<file path="config.mk">
export PLATFORM = sky130hd
export DESIGN_NAME = adc_channel_and_reference_control
export DESIGN_NICKNAME = d
export VERILOG_FILES = /design/src/core/adc_ctrl_pkg.sv /design/src/core/adc_channel_and_reference_control.sv
export SDC_FILE = /design/constraint.sdc
export NUM_CORES = 1
export LEC_CHECK = 0
export BUFFER_PORTS_ARGS = -buffer_cell sky130_fd_sc_hd__buf_2
export CORE_MARGIN = 2
export CORE_UTILIZATION = 30
export DETAILED_ROUTE_END_ITERATION = 8
export GPL_ROUTABILITY_DRIVEN = 0
export SLEW_MARGIN = 0
export SYNTH_ARGS = -nofsm -noshare
export SYNTH_HDL_FRONTEND = slang
export SYNTH_SLANG_ARGS = --single-unit
</file>
<file path="constraint.sdc">
create_clock -name core_clk -period 4.5 [get_ports core_clk]
set_input_delay 0.9 -clock core_clk [delete_from_list [all_inputs] [get_ports core_clk]]
set_output_delay 0.9 -clock core_clk [all_outputs]
set_load 0.01 [all_outputs]
</file>
<file path="src/core/adc_ctrl_pkg.sv">
// constants for the converter channel and reference control block
package adc_ctrl_pkg;
    localparam int          ADDR_W           = 3;
    localparam int          DATA_W           = 8;
    localparam int          RESULT_W         = 10;
    localparam int          NUM_INPUTS       = 13;

    // register offsets
    localparam logic [2:0]  OFF_CONTROL      = 3'h0;
    localparam logic [2:0]  OFF_REFERENCE    = 3'h1;
    localparam logic [2:0]  OFF_FORMAT       = 3'h2;
    localparam logic [2:0]  OFF_RESULT_HIGH  = 3'h3;
    localparam logic [2:0]  OFF_RESULT_LOW   = 3'h4;

    // control register fields
    localparam int          POS_ENABLE       = 0;
    localparam int          POS_STATUS       = 1;
    localparam int          POS_CHANNEL_LO   = 2;
    localparam int          CHANNEL_W        = 4;
    // reference register fields
    localparam int          POS_POS_REF      = 4;
    localparam int          POS_NEG_REF      = 5;
    // format register field
    localparam int          POS_FORMAT       = 7;

    // reset values
    localparam logic [3:0]  RST_CHANNEL      = 4'h0;
    localparam logic [7:0]  RST_DATA         = 8'h00;
    localparam logic [9:0]  RST_RESULT       = 10'h000;

    // channel codes
    localparam logic [3:0]  CH_LAST_INPUT    = 4'hC;
    localparam logic [3:0]  CH_FIXED_REF     = 4'hF;
    localparam logic [3:0]  CH_OPT_FIRST     = 4'h5;
    localparam logic [3:0]  CH_OPT_LAST      = 4'h7;

    // cycle counts
    localparam int          CLK_MHZ          = 100;
    localparam int          TICK_DIV         = 4;
    localparam int          SAMPLE_TICKS     = 2;
    // advisory settle for the fixed reference channel, in us
    localparam int          FIXED_REF_ACQ_US = 15;
    localparam int          FIXED_REF_ACQ_CYC = FIXED_REF_ACQ_US * CLK_MHZ;

    typedef enum logic [1:0] {
        ST_IDLE,
        ST_SAMPLE,
        ST_CONVERT
    } conv_state_e;
endpackage

</file>
<file path="src/core/adc_channel_and_reference_control.sv">
// channel select, start/done handshake, enable and reference control
//
// Decided for this implementation: the register offsets and strobed register access.
module adc_channel_and_reference_control #(
    parameter int       TICK_DIV     = adc_ctrl_pkg::TICK_DIV,
    parameter int       SAMPLE_TICKS = adc_ctrl_pkg::SAMPLE_TICKS,
    parameter bit       REDUCED_PINS = 1'b0
) (
    input  wire logic               core_clk,
    input  wire logic               rst,
    input  wire logic [2:0]         addr,
    input  wire logic [7:0]         wr_data,
    input  wire logic               wr_en,
    input  wire logic               rd_en,
    output logic      [7:0]         rd_data,
    input  wire logic               compare_above,
    output logic                    converter_power,
    output logic      [12:0]        analog_input_select,
    output logic                    fixed_ref_select,
    output logic                    low_ref_from_pin,
    output logic                    high_ref_from_pin,
    output logic                    sample_hold,
    output logic      [9:0]         trial_code
);
    localparam int DIV_W = $clog2(TICK_DIV + 1);
    localparam int SMP_W = $clog2(SAMPLE_TICKS + 1);

    // register state
    logic [3:0]                     input_channel_select;
    logic                           converter_enable;
    logic                           conv_status;
    logic                           negative_reference_select;
    logic                           positive_reference_select;
    logic                           result_format_select;
    logic [9:0]                     result;

    // sequencer state
    adc_ctrl_pkg::conv_state_e      state;
    adc_ctrl_pkg::conv_state_e      next_state;
    logic [DIV_W-1:0]               div_cnt;
    logic [SMP_W-1:0]               smp_cnt;
    logic [3:0]                     bit_idx;
    logic [9:0]                     next_trial;

    // comparator synchroniser
    logic                           cmp_s1;
    logic                           cmp_s2;
    logic                           cmp_s3;
    logic                           cmp_level;

    // bus decode
    wire sel_control   = (addr == adc_ctrl_pkg::OFF_CONTROL);
    wire sel_reference = (addr == adc_ctrl_pkg::OFF_REFERENCE);
    wire sel_format    = (addr == adc_ctrl_pkg::OFF_FORMAT);
    wire sel_res_high  = (addr == adc_ctrl_pkg::OFF_RESULT_HIGH);
    wire sel_res_low   = (addr == adc_ctrl_pkg::OFF_RESULT_LOW);
    wire wr_control    = wr_en && sel_control;
    wire wr_reference  = wr_en && sel_reference;
    wire wr_format     = wr_en && sel_format;

    wire wr_start  = wr_control && wr_data[adc_ctrl_pkg::POS_STATUS];
    wire wr_enable = wr_data[adc_ctrl_pkg::POS_ENABLE];
    // a start with the converter left off is ignored: nothing to run on
    wire start_req = wr_start && wr_enable;
    // software writing zero mid-conversion, or power off, aborts it
    wire abort_req = (wr_control && !wr_data[adc_ctrl_pkg::POS_STATUS])
                     || !converter_enable;

    // conversion clock enable
    wire tick = (div_cnt == DIV_W'(TICK_DIV - 1));
    wire smp_done = (smp_cnt == SMP_W'(SAMPLE_TICKS - 1));
    wire last_bit = (bit_idx == 4'h0);
    wire finish = (state == adc_ctrl_pkg::ST_CONVERT) && tick && last_bit;

    // successive approximation step: keep or drop the bit under trial
    wire [9:0] bit_mask = 10'h001 << bit_idx;
    wire [9:0] decided  = cmp_level ? trial_code : (trial_code & ~bit_mask);
    wire [9:0] lower_bit = bit_mask >> 1;

    // result byte views
    wire [7:0] res_high = result_format_select
                          ? {6'h00, result[9:8]}
                          : result[9:2];
    wire [7:0] res_low  = result_format_select
                          ? result[7:0]
                          : {result[1:0], 6'h00};

    wire [7:0] control_view = {2'h0,
                               input_channel_select,
                               conv_status,
                               converter_enable};
    wire [7:0] reference_view = {2'h0,
                                 negative_reference_select,
                                 positive_reference_select,
                                 4'h0};
    wire [7:0] format_view = {result_format_select, 7'h00};

    wire [7:0] read_mux = sel_control   ? control_view   :
                          sel_reference ? reference_view :
                          sel_format    ? format_view    :
                          sel_res_high  ? res_high       :
                          sel_res_low   ? res_low        :
                          adc_ctrl_pkg::RST_DATA;

    // channel decode
    wire optional_code = (input_channel_select >= adc_ctrl_pkg::CH_OPT_FIRST)
                      && (input_channel_select <= adc_ctrl_pkg::CH_OPT_LAST);
    wire code_blocked  = REDUCED_PINS && optional_code;
    wire code_is_input = (input_channel_select <= adc_ctrl_pkg::CH_LAST_INPUT)
                         && !code_blocked;
    wire [12:0] next_input_select = code_is_input
                                    ? (13'h0001 << input_channel_select)
                                    : 13'h0000;
    // acquisition time for this channel is left to software
    wire next_fixed_ref = (input_channel_select
                           == adc_ctrl_pkg::CH_FIXED_REF);

    // register writes
    always_ff @(posedge core_clk or posedge rst) begin
        if (rst) begin
            input_channel_select <= adc_ctrl_pkg::RST_CHANNEL;
            converter_enable     <= 1'b0;
        end else if (wr_control) begin
            input_channel_select <= wr_data[adc_ctrl_pkg::POS_CHANNEL_LO +:
                                            adc_ctrl_pkg::CHANNEL_W];
            converter_enable     <= wr_enable;
        end
    end

    // only bits 5 and 4 hold anything here
    always_ff @(posedge core_clk or posedge rst) begin
        if (rst) begin
            negative_reference_select <= 1'b0;
            positive_reference_select <= 1'b0;
        end else if (wr_reference) begin
            negative_reference_select <=
                wr_data[adc_ctrl_pkg::POS_NEG_REF];
            positive_reference_select <=
                wr_data[adc_ctrl_pkg::POS_POS_REF];
        end
    end

    always_ff @(posedge core_clk or posedge rst) begin
        if (rst) begin
            result_format_select <= 1'b0;
        end else if (wr_format) begin
            result_format_select <= wr_data[adc_ctrl_pkg::POS_FORMAT];
        end
    end

    // status bit: a new start wins over the clear at completion
    always_ff @(posedge core_clk or posedge rst) begin
        if (rst) begin
            conv_status <= 1'b0;
        end else if (start_req) begin
            conv_status <= 1'b1;
        end else if (finish || abort_req) begin
            conv_status <= 1'b0;
        end
    end

    // comparator crosses in from the analog side
    always_ff @(posedge core_clk or posedge rst) begin
        if (rst) begin
            cmp_s1 <= 1'b0;
            cmp_s2 <= 1'b0;
            cmp_s3 <= 1'b0;
        end else begin
            cmp_s1 <= compare_above;
            cmp_s2 <= cmp_s1;
            cmp_s3 <= cmp_s2;
        end
    end

    always_ff @(posedge core_clk or posedge rst) begin
        if (rst) begin
            cmp_level <= 1'b0;
        end else if (cmp_s2 == cmp_s3) begin
            cmp_level <= cmp_s3;
        end
    end

    // sequencer next state
    always_comb begin
        next_state = state;
        unique case (state)
            adc_ctrl_pkg::ST_IDLE: begin
                if (start_req) begin
                    next_state = adc_ctrl_pkg::ST_SAMPLE;
                end
            end
            adc_ctrl_pkg::ST_SAMPLE: begin
                // a restart must not slip into convert on a stale tick
                if (start_req) begin
                    next_state = adc_ctrl_pkg::ST_SAMPLE;
                end else if (abort_req) begin
                    next_state = adc_ctrl_pkg::ST_IDLE;
                end else if (tick && smp_done) begin
                    next_state = adc_ctrl_pkg::ST_CONVERT;
                end
            end
            adc_ctrl_pkg::ST_CONVERT: begin
                if (start_req) begin
                    next_state = adc_ctrl_pkg::ST_SAMPLE;
                end else if (abort_req || finish) begin
                    next_state = adc_ctrl_pkg::ST_IDLE;
                end
            end
        endcase
    end

    always_ff @(posedge core_clk or posedge rst) begin
        if (rst) begin
            state <= adc_ctrl_pkg::ST_IDLE;
        end else begin
            state <= next_state;
        end
    end

    // divider runs only while busy, so a conversion starts on a fresh tick
    always_ff @(posedge core_clk or posedge rst) begin
        if (rst) begin
            div_cnt <= '0;
        end else if (state == adc_ctrl_pkg::ST_IDLE || start_req || tick) begin
            div_cnt <= '0;
        end else begin
            div_cnt <= div_cnt + DIV_W'(1);
        end
    end

    always_ff @(posedge core_clk or posedge rst) begin
        if (rst) begin
            smp_cnt <= '0;
        end else if (state != adc_ctrl_pkg::ST_SAMPLE || start_req) begin
            smp_cnt <= '0;
        end else if (tick) begin
            smp_cnt <= smp_cnt + SMP_W'(1);
        end
    end

    // trial code walks from the top bit down
    always_comb begin
        next_trial = trial_code;
        if (start_req) begin
            next_trial = 10'h200;
        end else if (state == adc_ctrl_pkg::ST_CONVERT && tick) begin
            next_trial = decided | lower_bit;
        end
    end

    always_ff @(posedge core_clk or posedge rst) begin
        if (rst) begin
            trial_code <= adc_ctrl_pkg::RST_RESULT;
            bit_idx    <= 4'h0;
        end else begin
            trial_code <= next_trial;
            if (start_req) begin
                bit_idx <= 4'(adc_ctrl_pkg::RESULT_W - 1);
            end else if (state == adc_ctrl_pkg::ST_CONVERT && tick
                         && !last_bit) begin
                bit_idx <= bit_idx - 4'h1;
            end
        end
    end

    // result lands on the same edge that clears the status bit
    always_ff @(posedge core_clk or posedge rst) begin
        if (rst) begin
            result <= adc_ctrl_pkg::RST_RESULT;
        end else if (finish && !abort_req) begin
            result <= decided;
        end
    end

    // analog-facing outputs, each its own flop, one cycle behind the regs; sample_hold decodes next_state, so it is level with state
    always_ff @(posedge core_clk or posedge rst) begin
        if (rst) begin
            converter_power <= 1'b0;
        end else begin
            converter_power <= converter_enable;
        end
    end

    always_ff @(posedge core_clk or posedge rst) begin
        if (rst) begin
            analog_input_select <= 13'h0000;
        end else begin
            analog_input_select <= next_input_select;
        end
    end

    always_ff @(posedge core_clk or posedge rst) begin
        if (rst) begin
            fixed_ref_select <= 1'b0;
        end else begin
            fixed_ref_select <= next_fixed_ref;
        end
    end

    always_ff @(posedge core_clk or posedge rst) begin
        if (rst) begin
            low_ref_from_pin <= 1'b0;
        end else begin
            low_ref_from_pin <= negative_reference_select;
        end
    end

    always_ff @(posedge core_clk or posedge rst) begin
        if (rst) begin
            high_ref_from_pin <= 1'b0;
        end else begin
            high_ref_from_pin <= positive_reference_select;
        end
    end

    always_ff @(posedge core_clk or posedge rst) begin
        if (rst) begin
            sample_hold <= 1'b0;
        end else begin
            sample_hold <= (next_state == adc_ctrl_pkg::ST_SAMPLE);
        end
    end

    // read data stands in the cycle after the strobe only
    always_ff @(posedge core_clk or posedge rst) begin
        if (rst) begin
            rd_data <= adc_ctrl_pkg::RST_DATA;
        end else if (rd_en) begin
            rd_data <= read_mux;
        end else begin
            rd_data <= adc_ctrl_pkg::RST_DATA;
        end
    end
endmodule

</file>
# After elaboration in Yosys (flattened, before gate mapping)
# Cells that the tools add are included.
[word_totals] ff_bits=70 inputBits=16 output_inout_bits=36
[classes] addsub=3 n_lt_le_gt_ge=1 n_eq_ne=12 shifts=2 muxes=26 bitwise_logic=3 n_reduce_logical=27
[ops] cell="2-to-1 mux 8 bit" count=8
[ops] cell="2-to-1 mux 10 bit" count=3
[ops] cell="2-to-1 mux 2 bit" count=8
[ops] cell="2-to-1 mux 13 bit" count=1
[ops] cell="left shift 1 x 4 -> 13 bit, first input constant" count=1
[ops] cell="logical AND 1 bit" count=11
[ops] cell="bitwise AND 10 bit" count=1
[ops] cell="NOT 10 bit" count=1
[ops] cell="bitwise OR 10 x 9 -> 10 bit" count=1
[ops] cell="left shift 1 x 4 -> 10 bit, first input constant" count=1
[ops] cell="equality test 3 x 2 -> 1 bit, second input constant" count=3
[ops] cell="2-to-1 mux 4 bit" count=2
[ops] cell="nonzero test 2 bit" count=4
[ops] cell="equality test 2 x 1 -> 1 bit, second input constant" count=3
[ops] cell="one-hot mux 2 bit (3 select lines)" count=1
[ops] cell="logical OR 1 bit" count=5
[ops] cell="equality test 4 bit, second input constant" count=1
[ops] cell="<= comparator 4 bit, second input constant" count=1
[ops] cell="logical NOT 1 bit" count=4
[ops] cell="logical NOT 4 bit" count=1
[ops] cell="subtractor 4 x 1 -> 4 bit, second input constant" count=1
[ops] cell="adder 3 x 1 -> 3 bit, second input constant" count=1
[ops] cell="equality test 3 x 1 -> 1 bit, second input constant" count=1
[ops] cell="equality test 3 bit, second input constant" count=1
[ops] cell="8 further kinds" count=9

# Logic depth before layout (Yosys ltp)
# Gate-level depths: netlist of run 1.
[logic_depth] depth_word=9 ltp_mapped=8

# Least setup slack after synthesis of run 1
# Ideal clock, no wire load.
[synth_timing] kind="input-to-reg" startpoint="input addr[1]" endpoint="register state[1]" setup_time_ps=120 t_arrival_ps=2028 t_required_ps=4380 slack_ps=2352 stages=5 n_path_buf=1 path_cell_list="or4b_1 buf_4 o21ai_2 o21ai_0 a31o_1"
[synth_via] elab_chain_cells=8
[synth_rtl] element="from (decl)" line="adc_channel_and_reference_control.sv:11" source="input wire logic [2:0] addr,"
[synth_rtl] element="logical NOT 3 bit (*)" line="adc_channel_and_reference_control.sv:52" source="wire sel_control = (addr == adc_ctrl_pkg::OFF_CONTROL);"
[synth_rtl] element="logical AND 1 bit (*)" line="adc_channel_and_reference_control.sv:57" source="wire wr_control = wr_en && sel_control;"
[synth_rtl] element="logical AND 1 bit" line="adc_channel_and_reference_control.sv:66" source="wire abort_req = (wr_control && !wr_data[adc_ctrl_pkg::POS_STATUS])"
[synth_rtl] element="logical OR 1 bit" line="adc_channel_and_reference_control.sv:67" source="|| !converter_enable;"
[synth_rtl] element="logical OR 1 bit" line="adc_channel_and_reference_control.sv:205" source="end else if (abort_req || finish) begin"
[synth_rtl] element="2-to-1 mux 2 bit" line="adc_channel_and_reference_control.sv:205"
[synth_rtl] element="2-to-1 mux 2 bit" line="adc_channel_and_reference_control.sv:203" source="if (start_req) begin"
[synth_rtl] element="one-hot mux 2 bit (3 select lines) (*)" line="adc_channel_and_reference_control.sv:186" source="unique case (state)"
[synth_rtl] element="net next_state[1]" line="adc_channel_and_reference_control.sv:39" source="adc_ctrl_pkg::conv_state_e next_state;"
[synth_rtl] element="to (signal assigned)" line="adc_channel_and_reference_control.sv:214" source="state <= adc_ctrl_pkg::ST_IDLE;"
[synth_rtl] element="to (signal assigned)" line="adc_channel_and_reference_control.sv:216" source="state <= next_state;"
[synth_rtl] element="to (decl)" line="adc_channel_and_reference_control.sv:38" source="adc_ctrl_pkg::conv_state_e state;"
# Mark *: on every way through the listed nets, which the timed path passes. The rest lies on a longest branch.
# A chain may end at the register's enable or synchronous reset.

# Worst setup path after layout of run 1
[layout_timing] startpoint="input addr[1]" endpoint="register result[9]"
[layout_via] elab_chain_cells=6
[layout_rtl] element="logical NOT 3 bit" line="adc_channel_and_reference_control.sv:52"
[layout_rtl] element="logical AND 1 bit" line="adc_channel_and_reference_control.sv:57"
[layout_rtl] element="logical AND 1 bit" line="adc_channel_and_reference_control.sv:66"
[layout_rtl] element="logical OR 1 bit" line="adc_channel_and_reference_control.sv:67"
[layout_rtl] element="logical NOT 1 bit" line="adc_channel_and_reference_control.sv:270" source="end else if (finish && !abort_req) begin"
[layout_rtl] element="logical AND 1 bit" line="adc_channel_and_reference_control.sv:270"
[layout_rtl] element="to (signal assigned)" line="adc_channel_and_reference_control.sv:269" source="result <= adc_ctrl_pkg::RST_RESULT;"
[layout_rtl] element="to (signal assigned)" line="adc_channel_and_reference_control.sv:271" source="result <= decided;"
[layout_rtl] element="to (decl)" line="adc_channel_and_reference_control.sv:35" source="logic [9:0] result;"
# No other way between the ends.

==> implementation parameters, run 1 <==
Parameter                              Value

Run status
  Result of the run ... finished clean

Setup path
  Total stage count of the critical path ... 4
  Worst path cell trace ... buf_2 > or4b_1 > o2111ai_2 > o21ai_0
  Highest fanout seen on the critical path ... 20
  Critical Path Max Stage Delay ... 770 ps
  Startpoint-to-endpoint class of the critical path ... in2reg
  FF-to-FF setup slack ... 2370 ps
  Number of cell instances on the worst register-to-register path ... 6
  Critical path capture point type ... flop
  Top Family by Delay on Critical Path ... compound AO/OA/AOI/OAI gates
  Capture point of the worst reg-to-reg path ... result[9]
  Startpoint of the most critical register-to-register path ... bit_idx[0]
  Required time at the endpoint of the critical path ... 4700 ps
  Sort of element at the start of the critical path ... primary input
  Arrival @ worst endpoint ... 2760 ps
  Startpoint of the most critical setup path ... addr[1]
  Setup crit end ... result[9]
  Total buffers and inverters traversed by the critical path ... 1
  Highest-delay cell along the critical path ... sky130_fd_sc_hd__or4b_1

Clocking
  Post-CTS Resized ... 0
  Number of buffers inserted for hold repair after clock tree synthesis ... 0
  Number of setup buffers added after CTS ... 0
  Clock tree from TritonCTS ... done
  Clock slew at the register clock pins of the worst setup and hold paths ... 80 ps
  TritonCTS buffer count ... 9
  Later-pin clock latency in the skew report ... 350 ps
  Total clock sinks ... 70
  Maximum buffer depth of the clock tree ... 2
  CTS root buffer ... sky130_fd_sc_hd__clkbuf_8
  H-tree depth ... 3

Floorplan
  Initial Util ... 30.9%
  Die Area ... between 0.01 and 0.015 mm2
  Number of top-level pins ... 52
  DIE HEIGHT ... between 100 and 150 um
  Number of core rows ... 37
  Die X-Extent ... 107 um
  Core area ... 0.0103 mm2

Global routing
  First-pass GRT wire length ... around 11,000 um
  Vias in the first global route ... 2,282
  Maximum number of pins on one net before global-route repair ... 49
  Total GRT Usage ... 12.7%
  Total congestion overflow ... 0
  Initial antenna violation count ... 0

Route
  Post-route antenna net violation count ... 0
  DR vias ... about 2,400
  Vias per inst ... around 4.8
  Drt first-iter violations ... ~140
  Total routed wirelength ... 6820 um
  Routed WL per cell ... about 14 um
  DRC violations left ... 0
  Drt first pass iters ... 7

STA
  Max Freq ... 390 MHz
  Share of the clock period used by the worst path ... approximately 57%
  Unrepaired setup endpoints after global routing ... false
  Worst hold margin ... 352 ps
  Min cycle time layout ... 2560 ps
  Clock tree skew after final layout ... roughly 8.4 ps
  Final count of hold timing violations ... 0
  Setup violations, final ... 0
  Worst slew pin tran ... 967 ps
  Count of final max-slew check failures ... 0
  Headroom to the max-slew limit ... 35.5%
  TNS Setup ... 0 ps

Pwr
  Switching portion of total power ... 31.6%
  Switch Pwr ... around 460 uW
  Share of total power in combinational logic ... 15.9%
  Clock share of power ... 32.5%
  Portion of total power attributed to sequential cells ... around 52%
  Lkg Pwr ... 0.00167 uW
  Design internal power ... 1000 uW
  IR Drop Worst-Case VDD ... 0.141 mV
  PwrDens ... 393 mW/mm2

Final layout
  Final layout net count ... 387
  Number of standard cells in the final layout excluding fillers ... approximately 500
  Utilization of the core after routing ... between 30% and 40%
  Fraction of layout instances using a drive strength above 1 ... between 20% and 30%
  Antenna diode count ... 0
  Filler Cells Inserted ... 1,031
  Area Growth Syn to Fin ... 16.5%
  Post-layout instance area ... 0.00372 mm2

Logic synthesis
  Fraction of the yosys area taken by sequential cells ... 54.9%
  Proportion of synthesized flip-flops having asynchronous set or reset ... 100%
  Main combinational cell family by area after synthesis ... simple AND/OR/NAND/NOR gates
  Cell type with the largest total area after synthesis ... sky130_fd_sc_hd__dfrtp_1
  Synth Register Bits ... 70
  Simple-gate share of the synthesized area ... 20.5%
  Cell variety after synth ... 51
  Synthesized-area fraction occupied by ao, oa, aoi and oai cells ... 13.6%
  Multiplexer fraction of the synthesized cell area ... 1.37%
  Top-area cell type share of the netlist area ... 54.9%
  Total standard cell area after synthesis ... 0.00319 mm2
  Largest cells by area after synthesis ... sky130_fd_sc_hd__dfrtp_1 (55%), sky130_fd_sc_hd__nand2_1 (6.8%), sky130_fd_sc_hd__ha_1 (4.3%)
  Adder-Cell Fraction of Synth Area ... ~4.6%
  Primary flip-flop cell chosen by synthesis mapping ... sky130_fd_sc_hd__dfrtp_1
  EDFF count, synth ... 0
  Post-synthesis area per instance ... between 10 and 15 um2
  Synthesized instance count ... 315
  Post-synthesis net count ... 342
  Count of warnings emitted by yosys ... 0
  XOR/XNOR Fraction of Synth Area ... 1.10%

Hold path
  Worst Hold Class ... reg2reg

Placement
  Placed Instances ... ~490
  Port Buf Inserts ... 50
  Half-perimeter wire length after placement ... about 4800 um
  Placed cell areas ... 0.00353 mm2

Job
  Max_cap viols ... 0
[power groups by stage]
stage	logic, uW	registers, uW	clock network (uW)
floorplan	161	751	0
global placement	229	764	0
detailed placement	235	767	0
CTS	236	755	494
global route	267	764	524
finish	233	754	474
[cell usage after synthesis, types with 2 or more instances]
cell type,instances
sky130_fd_sc_hd__ha_1,11
sky130_fd_sc_hd__buf_2,3
sky130_fd_sc_hd__a211o_1,2
sky130_fd_sc_hd__nor4bb_1,2
sky130_fd_sc_hd__o21ai_0,24
sky130_fd_sc_hd__dfrtp_1,70
sky130_fd_sc_hd__o2bb2ai_1,2
sky130_fd_sc_hd__o32ai_1,2
sky130_fd_sc_hd__nand2b_1,9
sky130_fd_sc_hd__clkbuf_1,11
sky130_fd_sc_hd__nor2b_1,4
sky130_fd_sc_hd__nor2_1,20
sky130_fd_sc_hd__nand3_1,2
sky130_fd_sc_hd__xnor2_1,2
sky130_fd_sc_hd__or3_1,2
sky130_fd_sc_hd__mux2_2,3
sky130_fd_sc_hd__nor3_1,9
sky130_fd_sc_hd__a211oi_1,3
sky130_fd_sc_hd__nor3b_1,5
sky130_fd_sc_hd__o21ai_2,2
sky130_fd_sc_hd__o21ai_1,2
sky130_fd_sc_hd__buf_6,2
sky130_fd_sc_hd__nand2_1,58
sky130_fd_sc_hd__a21oi_1,14
sky130_fd_sc_hd__a32oi_1,2
sky130_fd_sc_hd__a31oi_1,3
sky130_fd_sc_hd__and2_1,5
sky130_fd_sc_hd__xor2_1,2
sky130_fd_sc_hd__a22oi_1,6
sky130_fd_sc_hd__nor4_1,3
sky130_fd_sc_hd__inv_1,10
[metal layers]
layer | global-route usage [%] | up-vias | wire (um)
met5 | 0 | - | 0
met4 | 4.55 | 0 | 112
met3 | 4.32 | 13 | 412
met2 | 19.8 | 81 | 3100
met1 | 16.4 | 1121 | 3200
li1 | - | 1182 | -
[layout make-up]
class,count,area (um2),area share [%]
tap,136,170,4.58
timing repair buffer,51,258,6.93
clock buffer,9,124,3.33
sequential,70,1750,47.1
multi-input combinational,218,1320,35.4
clock inverter,7,61.3,1.65
inverter,10,37.5,1.01
[worst min-delay path by stage]
stage / slack (ps) / from / cells past startpoint / to
after floorplan: 330 / cmp_s1 / 0 / cmp_s2
after global placement: 340 / cmp_s1 / 0 / cmp_s2
after detailed placement: 340 / cmp_s1 / 0 / cmp_s2
after CTS: 360 / cmp_s1 / 0 / cmp_s2
after global routing: 370 / cmp_s1 / 0 / cmp_s2
final: 350 / cmp_s1 / 0 / cmp_s2
[worst register-to-register path, cell delays in order (launching register included)]
cell,delay (ps)
sky130_fd_sc_hd__dfrtp_1,440
sky130_fd_sc_hd__inv_1,120
sky130_fd_sc_hd__ha_1,310
sky130_fd_sc_hd__nor3b_1,350
sky130_fd_sc_hd__o2111ai_2,470
sky130_fd_sc_hd__nand2_1,190
sky130_fd_sc_hd__o21ai_0,100
[cells by family (layout without fill, tap and decap cells)]
| family | count (synthesis) | after routing |
|---|---|---|
| AND/OR/NAND/NOR | 130 | 130 |
| flip-flops | 70 | 70 |
| AO/OA/AOI/OAI | 68 | 68 |
| buffers and inverters | 27 | 77 |
| adder cells (fa/ha/maj) | 12 | 12 |
| XOR/XNOR | 4 | 4 |
| multiplexers | 4 | 4 |
[state kept, by name, indices dropped and copies added (netlist names), 2 cells and up]
register	cells
analog_input_select	13
bit_idx	4
div_cnt	3
input_channel_select	4
rd_data	8
result	10
smp_cnt	2
state	2
trial_code	10
[placed cells by master (no fill, tap or decap), types with 2 or more instances in the layout]
| cell | netlist | layout |
|---|---|---|
| sky130_fd_sc_hd__dfrtp_1 | 70 | 70 |
| sky130_fd_sc_hd__nand2_1 | 58 | 58 |
| sky130_fd_sc_hd__buf_2 | 3 | 50 |
| sky130_fd_sc_hd__o21ai_0 | 24 | 24 |
| sky130_fd_sc_hd__nor2_1 | 20 | 20 |
| sky130_fd_sc_hd__a21oi_1 | 14 | 14 |
| sky130_fd_sc_hd__ha_1 | 11 | 11 |
| sky130_fd_sc_hd__nand2b_1 | 9 | 9 |
| sky130_fd_sc_hd__nor3_1 | 9 | 9 |
| sky130_fd_sc_hd__inv_1 | 10 | 9 |
| sky130_fd_sc_hd__clkbuf_8 | 0 | 9 |
| sky130_fd_sc_hd__a22oi_1 | 6 | 6 |
| sky130_fd_sc_hd__nor3b_1 | 5 | 5 |
| sky130_fd_sc_hd__and2_1 | 5 | 5 |
| sky130_fd_sc_hd__nor2b_1 | 4 | 4 |
| sky130_fd_sc_hd__a211oi_1 | 3 | 3 |
| sky130_fd_sc_hd__nor4_1 | 3 | 3 |
| sky130_fd_sc_hd__mux2_2 | 3 | 3 |
| sky130_fd_sc_hd__a31oi_1 | 3 | 3 |
| sky130_fd_sc_hd__inv_6 | 0 | 3 |
| sky130_fd_sc_hd__xnor2_1 | 2 | 2 |
| sky130_fd_sc_hd__nand3_1 | 2 | 2 |
| sky130_fd_sc_hd__xor2_1 | 2 | 2 |
| sky130_fd_sc_hd__or3_1 | 2 | 2 |
| sky130_fd_sc_hd__nor4bb_1 | 2 | 2 |
| sky130_fd_sc_hd__o21ai_2 | 2 | 2 |
| sky130_fd_sc_hd__a211o_1 | 2 | 2 |
| sky130_fd_sc_hd__a32oi_1 | 2 | 2 |
| sky130_fd_sc_hd__o2bb2ai_1 | 2 | 2 |
| sky130_fd_sc_hd__o32ai_1 | 2 | 2 |
| sky130_fd_sc_hd__o21ai_1 | 2 | 2 |
| sky130_fd_sc_hd__clkinvlp_4 | 0 | 2 |
[per-stage QoR]
stage,setup WS (ps),power [uW]
2_1_floorplan,1830,912
3_3_place_gp,1590,993
3_5_place_dp,1550,1000
4_1_cts,1930,1480
5_1_grt,1730,1550
6_report,1940,1460
Power figures use the tool's default switching activity.
==> run 2: changes to the inputs <==
--- a/config.mk
+++ b/config.mk
@@ -5,6 +5,7 @@
 export SDC_FILE = /design/constraint.sdc
 export NUM_CORES = 1
 export LEC_CHECK = 0
+export ABC_AREA = 1
 export BUFFER_PORTS_ARGS = -buffer_cell sky130_fd_sc_hd__buf_2
 export CORE_MARGIN = 2
 export CORE_UTILIZATION = 30
==> constraint.sdc (replaced) <==
create_clock -name core_clk -period 2.4 [get_ports core_clk]
set_input_delay 0.48 -clock core_clk [delete_from_list [all_inputs] [get_ports core_clk]]
set_output_delay 0.48 -clock core_clk [all_outputs]
set_load 0.01 [all_outputs]
==> run 2 against run 1 <==
Compared with the run above:
- global-route usage fell by 0.35 points
- clock-buffer cell count did not move
- synthesized cell count rose by 2.5%
- clock power rose by 120%
- critical endpoint is now bit_idx[3]
- largest cell class unchanged
- highest routed layer unchanged
==> implementation parameters, run 2 <==
Parameter                              Value

Floorplan
  DIE HEIGHT ... 105 um (-2.1%)
  Number of top-level pins ... 52 (unchanged)
  Initial Util ... 31.1% (+0.19 points)
  Core area ... 0.00982 mm2 (-4.9%)
  Number of core rows ... 36 (-2.7%)
  Die Area ... 0.0110 mm2 (-4.1%)
  Die X-Extent ... 105 um (-2.1%)

STA
  TNS Setup ... 0 ps (unchanged)
  Clock tree skew after final layout ... 8.85 ps (+0.446 ps)
  Final count of hold timing violations ... 0 (unchanged)
  Min cycle time layout ... 1870 ps
  Max Freq ... about 540 MHz
  Count of final max-slew check failures ... 0 (unchanged)
  Worst slew pin tran ... 489 ps (-477 ps)
  Setup violations, final ... 0 (unchanged)
  Headroom to the max-slew limit ... 67.3% (+32 points)
  Unrepaired setup endpoints after global routing ... false
  Share of the clock period used by the worst path ... a little under 80%

Setup path
  Worst path cell trace ... ha_1 > ha_1 > nand2_1 > inv_1 > buf_4 > nand2_1 > inv_1 > nand4_1 > a21oi_1 > o21ai_0
  Startpoint-to-endpoint class of the critical path ... reg2reg
  Critical path capture point type ... flop
  Total buffers and inverters traversed by the critical path ... 3 (+2)
  Critical Path Max Stage Delay ... 360 ps (-410 ps)
  Sort of element at the start of the critical path ... flop
  Highest fanout seen on the critical path ... 19 (-5.0%)
  Required time at the endpoint of the critical path ... 2620 ps (-2080 ps)
  Top Family by Delay on Critical Path ... adder cells
  Arrival @ worst endpoint ... 2090 ps (-670 ps)
  Highest-delay cell along the critical path ... sky130_fd_sc_hd__dfrtp_1

Final layout
  Register with the most flip-flops ... analog_input_select
  Utilization of the core after routing ... 37.5% (+1.5 points)
  Fraction of layout instances using a drive strength above 1 ... 21.0% (-0.88 points)
  Final layout net count ... 407 (+5.2%)
  Largest regs ... analog_input_select: 13 flops, result: 10 flops, trial_code: 10 flops
  Area Growth Syn to Fin ... 20.6%
  Most common cell after layout, fill and taps aside ... sky130_fd_sc_hd__dfrtp_1
  Antenna diode count ... 0 (unchanged)
  Most used cells in the layout excluding fill and tap cells ... sky130_fd_sc_hd__dfrtp_1 (70), sky130_fd_sc_hd__nand2_1 (54), sky130_fd_sc_hd__buf_2 (50)
  Largest register FFs ... 13 (unchanged)
  Filler Cells Inserted ... 1,031 (unchanged)

Clocking
  Clock tree from TritonCTS ... done
  Number of setup buffers added after CTS ... 0 (unchanged)
  TritonCTS buffer count ... 9 (unchanged)
  CTS root buffer ... sky130_fd_sc_hd__clkbuf_8
  Later-pin clock latency in the skew report ... 340 ps (about the same)
  Post-CTS Resized ... 0 (unchanged)
  Total clock sinks ... 70 (unchanged)
  Clock slew at the register clock pins of the worst setup and hold paths ... 80 ps (about the same)
  Maximum buffer depth of the clock tree ... 2 (unchanged)
  Number of buffers inserted for hold repair after clock tree synthesis ... 0 (unchanged)
  H-tree depth ... 3 (unchanged)

Logic synthesis
  Synthesized instance count ... 323 (+2.5%)
  Total standard cell area after synthesis ... 0.00305 mm2 (-4.3%)
  Post-synthesis net count ... 350 (+2.3%)
  Proportion of synthesized flip-flops having asynchronous set or reset ... 100% (unchanged)
  Synth cell count leaders ... sky130_fd_sc_hd__dfrtp_1 (70), sky130_fd_sc_hd__nand2_1 (54), sky130_fd_sc_hd__o21ai_0 (45)
  Fraction of the yosys area taken by sequential cells ... 57.4% (+2.5 points)
  Cell type with the largest total area after synthesis ... sky130_fd_sc_hd__dfrtp_1
  Count of warnings emitted by yosys ... 0 (unchanged)
  EDFF count, synth ... 0 (unchanged)
  Primary flip-flop cell chosen by synthesis mapping ... sky130_fd_sc_hd__dfrtp_1
  Post-synthesis area per instance ... 9.46 um2 (-6.7%)
  Most frequently used cell type in the post-synthesis netlist ... sky130_fd_sc_hd__dfrtp_1
  Synth Register Bits ... 70 (unchanged)
  Largest cells by area after synthesis ... sky130_fd_sc_hd__dfrtp_1 (57%), sky130_fd_sc_hd__o21ai_0 (7.4%), sky130_fd_sc_hd__nand2_1 (6.6%)
  Top-area cell type share of the netlist area ... 57.4% (+2.5 points)
  Cell variety after synth ... 30 (-41%)

Global routing
  Initial antenna violation count ... 0 (unchanged)
  First-pass GRT wire length ... 10,900 um (-4.5%)
  Vias in the first global route ... 2,233 (-2.1%)
  Total congestion overflow ... 0 (unchanged)
  Total GRT Usage ... 12.4% (-0.35 points)
  Maximum number of pins on one net before global-route repair ... 28 (-43%)

Hold path
  Worst Hold Class ... in2async

Pwr
  IR Drop Worst-Case VDD ... 0.291 mV (+110%)
  Lkg Pwr ... 0.00186 uW (+11%)
  PwrDens ... 755 mW/mm2 (+92%)

Route
  DR vias ... 2,368 (-1.2%)
  Routed WL per cell ... 12.3 um (-9.5%)
  Post-route antenna net violation count ... 0 (unchanged)
  Drt first-iter violations ... 96 (-32%)
  Vias per inst ... 4.57 (-4.5%)
  DRC violations left ... 0 (unchanged)
  Drt first pass iters ... 4 (-3)
  Total routed wirelength ... 6380 um (-6.5%)

Placement
  Port Buf Inserts ... 50 (unchanged)
  Half-perimeter wire length after placement ... 4830 um (-0.29%)

Run status
  Result of the run ... finished clean

Job
  Max_cap viols ... 0 (unchanged)
run 2: cell count changes in the layout (fill, tap and decap cells not counted), sizes merged, moves of 7 or more:
| cell | before | now |
|---|---|---|
| a31oi | 3 | 10 |
| inv | 14 | 36 |
| nand2b | 9 | 0 |
| nand3 | 3 | 27 |
| o21ai | 28 | 46 |
run 2: path summary, 6_finish.rpt:
check                              start                endpoint  slack (ps)  depth (start not counted)
max reg2reg                   div_cnt[0]              bit_idx[3]         530                         10
max in group asynchronous            rst               result[6]        1510                          3
max                           div_cnt[0]              bit_idx[3]         530                         10
min in group core_clk      compare_above                  cmp_s1         240                          1
min                                  rst  analog_input_select[5]         150                          2
min reg2reg                       cmp_s1                  cmp_s2         350                          0
run 2: per-layer routing:
metal,global-route usage (%),share of wire [%],wire (um),vias to the layer above
li1,-,-,-,1194
met3,4.18,5.6,355,7
met4,4.86,1.2,74,0
met1,16.8,47,3020,1107
met5,0,0,0,-
met2,18.1,46,2920,60
run 2: final cells by class:
type | instances | area (um2) | share of cell area, %
clock buffer | 9 | 124 | 3.36
clock inverter | 7 | 98.8 | 2.68
inverter | 36 | 135 | 3.67
multi-input combinational | 208 | 1120 | 30.4
sequential | 70 | 1750 | 47.6
tap | 133 | 166 | 4.52
timing repair buffer | 55 | 288 | 7.82
run 2: logic make-up (layout without fill, tap and decap cells):
| group | count (synthesis) | after routing | synth area share, % |
|---|---|---|---|
| compound gates | 70 | 70 | 12.4 |
| xor+xnor | 1 | 1 | 0.287 |
| fa+ha+maj | 12 | 12 | 4.83 |
| buf+inv | 45 | 107 | 6.02 |
| flops | 70 | 70 | 57.4 |
| mux | 3 | 3 | 1.07 |
| simple gates | 122 | 122 | 18.1 |
run 2: through the flow:
step                      power, uW  setup slack [ps]  cell area [um2]  hold slack (ps)  std cells
final                          2780               532             3680              151        518
after global routing           2940               283             3680              197        518
after detailed placement       1760               537             3460              336        502
after floorplan                1620               152             3050              331        323
after global placement         1750               583             3460              334        502
after CTS                      2820               515             3680              159        518
run 2: power by group:
group	internal, uW	total (uW)	switching, uW
clock	588	1040	454
sequential	1280	1350	72.6
combinational	135	384	249
total	2000	2780	776
==> run 3: changes to the inputs <==
--- a/config.mk
+++ b/config.mk
@@ -5,7 +5,7 @@
 export SDC_FILE = /design/constraint.sdc
 export NUM_CORES = 1
 export LEC_CHECK = 0
-export ABC_AREA = 1
+export ABC_AREA = 0
 export BUFFER_PORTS_ARGS = -buffer_cell sky130_fd_sc_hd__buf_2
 export CORE_MARGIN = 2
 export CORE_UTILIZATION = 30
==> constraint.sdc (replaced) <==
create_clock -name core_clk -period 1.87 [get_ports core_clk]
set_input_delay 0.374 -clock core_clk [delete_from_list [all_inputs] [get_ports core_clk]]
set_output_delay 0.374 -clock core_clk [all_outputs]
set_load 0.01 [all_outputs]
==> run 3 against run 2 <==
Compared with the run above:
- hold slack worse by 130 ps
- largest power group unchanged
- utilization is 1.1 points higher
- cell count is 0.19% higher
- critical path type unchanged
- highest routed layer unchanged
==> implementation parameters, run 3 (synthesized netlist as in run 1, its figures left out) <==
Parameter                              Value

Clocking
  Total clock sinks ... 70 (unchanged)
  Later-pin clock latency in the skew report ... 350 ps (about the same)
  Clock slew at the register clock pins of the worst setup and hold paths ... 80 ps (about the same)
  Maximum buffer depth of the clock tree ... 2 (unchanged)
  Number of setup buffers added after CTS ... 0 (unchanged)
  TritonCTS buffer count ... 9 (unchanged)
  CTS root buffer ... sky130_fd_sc_hd__clkbuf_8
  Clock tree from TritonCTS ... done
  Number of buffers inserted for hold repair after clock tree synthesis ... 0 (unchanged)
  H-tree depth ... 3 (unchanged)

Floorplan
  Die Area ... 0.0115 mm2 (+4.3%)
  Number of top-level pins ... 52 (unchanged)
  Die X-Extent ... 107 um (+2.1%)
  Number of core rows ... 37 (+2.8%)
  DIE HEIGHT ... 107 um (+2.1%)
  Core area ... 0.0103 mm2 (+5.1%)
  Initial Util ... 30.9% (-0.19 points)

Final layout
  Number of standard cells in the final layout excluding fillers ... 519 (+0.19%)
  Register with the most flip-flops ... analog_input_select
  Area used by multi-input combinational logic ... 0.00137 mm2 (+22%)
  Post-layout instance area ... 0.00399 mm2 (+8.3%)
  Area Growth Syn to Fin ... 25.0%
  Fraction of layout instances using a drive strength above 1 ... 28.5% (+7.4 points)
  Most common cell after layout, fill and taps aside ... sky130_fd_sc_hd__dfrtp_1
  Final layout net count ... 405 (-0.49%)
  Most used cells in the layout excluding fill and tap cells ... sky130_fd_sc_hd__dfrtp_1 (70), sky130_fd_sc_hd__nand2_1 (57), sky130_fd_sc_hd__buf_2 (50)
  Antenna diode count ... 0 (unchanged)
  Largest regs ... analog_input_select: 13 flops, result: 10 flops, trial_code: 10 flops
  Filler Cells Inserted ... 1,011 (-1.9%)
  Largest register FFs ... 13 (unchanged)
  Sequential cell area in the final layout ... 0.00175 mm2 (unchanged)

Global routing
  Maximum number of pins on one net before global-route repair ... 53 (+89%)
  First-pass GRT wire length ... 11,800 um (+7.8%)
  Initial antenna violation count ... 0 (unchanged)
  Total GRT Usage ... 12.9% (+0.56 points)
  Total congestion overflow ... 0 (unchanged)
  Vias in the first global route ... 2,464 (+10%)

Setup path
  Critical Path Max Stage Delay ... 550 ps (+190 ps)
  Highest fanout seen on the critical path ... 3 (-16)
  Total buffers and inverters traversed by the critical path ... 1 (-2)
  Highest-delay cell along the critical path ... sky130_fd_sc_hd__or4bb_4
  Top Family by Delay on Critical Path ... simple AND/OR/NAND/NOR gates
  Arrival @ worst endpoint ... 2040 ps (-50 ps)
  Startpoint-to-endpoint class of the critical path ... reg2reg
  Sort of element at the start of the critical path ... flop
  Critical path capture point type ... flop
  Number of cell instances on the worst register-to-register path ... 6 (-4)
  Required time at the endpoint of the critical path ... 2130 ps (-490 ps)
  Total stage count of the critical path ... 6 (-4)
  Worst path cell trace ... inv_1 > ha_2 > or4bb_4 > nand4_1 > o221ai_1 > a211oi_2

Pwr
  Share of total power in combinational logic ... 16.7% (+2.9 points)
  Portion of total power attributed to sequential cells ... 46.8% (-1.9 points)
  Lkg Pwr ... 0.00180 uW (-3.1%)
  PwrDens ... 965 mW/mm2 (+28%)
  Switching portion of total power ... 29.5% (+1.6 points)
  Clock share of power ... 36.5% (-1.0 points)
  Switch Pwr ... 1140 uW (+46%)
  IR Drop Worst-Case VDD ... 0.390 mV (+34%)
  Design internal power ... 2710 uW (+35%)

STA
  Max Freq ... 560 MHz (+4.6%)
  Worst slew pin tran ... 489 ps (-0.658 ps)
  Headroom to the max-slew limit ... 67.4% (about the same)
  Post-route worst setup slack ... 83.5 ps (-448 ps)
  Min cycle time layout ... 1790 ps (-81.7 ps)
  Clock tree skew after final layout ... 9.35 ps (+0.494 ps)
  Setup violations, final ... 0 (unchanged)
  Share of the clock period used by the worst path ... 95.5% (+18 points)
  Count of final max-slew check failures ... 0 (unchanged)
  Final count of hold timing violations ... 0 (unchanged)

Route
  Vias per inst ... 4.77 (+4.3%)
  Drt first pass iters ... 4 (unchanged)
  Drt first-iter violations ... 105 (+9.4%)
  DRC violations left ... 0 (unchanged)
  Post-route antenna net violation count ... 0 (unchanged)
  Total routed wirelength ... 7110 um (+11%)
  DR vias ... 2,474 (+4.5%)
  Routed WL per cell ... 13.7 um (+11%)

Placement
  Worst setup timing slack at the placement stage ... 8.61 ps (-529 ps)
  Placed Instances ... 503 (+0.20%)
  Placed cell areas ... 0.00371 mm2 (+7.2%)
  Port Buf Inserts ... 50 (unchanged)
  Half-perimeter wire length after placement ... 5110 um (+5.8%)

Job
  Max_cap viols ... 0 (unchanged)

Run status
  Result of the run ... finished clean

Hold path
  Worst Hold Class ... in2async
## run 3: cell types whose count changed in the layout (fill, tap and decap cells not counted), moves of 5 or more
cell	previous run	this run
sky130_fd_sc_hd__a22oi_1	0	5
sky130_fd_sc_hd__o21ai_0	45	23
sky130_fd_sc_hd__and2_1	0	5
sky130_fd_sc_hd__nand2b_1	0	9
sky130_fd_sc_hd__a21oi_1	8	14
sky130_fd_sc_hd__nand3_1	26	2
sky130_fd_sc_hd__inv_1	35	8
sky130_fd_sc_hd__a31oi_1	10	3
sky130_fd_sc_hd__buf_4	5	16
## run 3: final timing paths
check	start	to	slack, ps
worst max-delay path	bit_idx[1]	sample_hold	80
worst min-delay path	rst	converter_power	20
worst max register to register	bit_idx[1]	sample_hold	80
worst min register to register	cmp_s1	cmp_s2	350
max in group asynchronous	rst	trial_code[7]	1260
min in group core_clk	compare_above	cmp_s1	130
## run 3: final cells by class
cell class / instances / share of cell area (%)
Tap cell: 136 / 4.27
Timing Repair Buffer: 69 / 10.8
Multi-Input combinational cell: 218 / 34.3
Inverter: 10 / 1.04
Clock buffer: 9 / 3.11
Sequential cell: 70 / 43.9
Clock inverter: 7 / 2.63
## run 3: metrics by stage
step	power (uW)	utilization, %	hold WS (ps)	TNS (ps)
2_1_floorplan	2200	-	331	0
3_3_place_gp	2430	35.9	334	0
3_5_place_dp	2450	35.9	338	0
4_1_cts	3870	38.2	25.5	0
5_1_grt	4060	38.6	41.6	-17.6
6_report	3850	38.6	20.8	0
## run 3: layer usage
layer / share of wire [%] / vias to the layer above / global-route usage (%)
met2: 46 / 78 / 20.8
met5: 0 / - / 0
met4: 2.0 / 0 / 5.57
met1: 47 / 1167 / 16.6
met3: 5.3 / 13 / 2.92
li1: - / 1216 / -
## run 3: what timing repair did
item	CTS	global route
resized for setup	2	12
pin swaps	0	1
setup endpoints to repair	1	13
## run 3: power groups by stage
stage / Sequential [uW] / Clock, uW / Combinational, uW
2_1_floorplan: 1810 / 0 / 389
3_3_place_gp: 1820 / 0 / 606
3_5_place_dp: 1830 / 0 / 623
4_1_cts: 1800 / 1440 / 634
5_1_grt: 1820 / 1510 / 725
6_report: 1800 / 1410 / 642
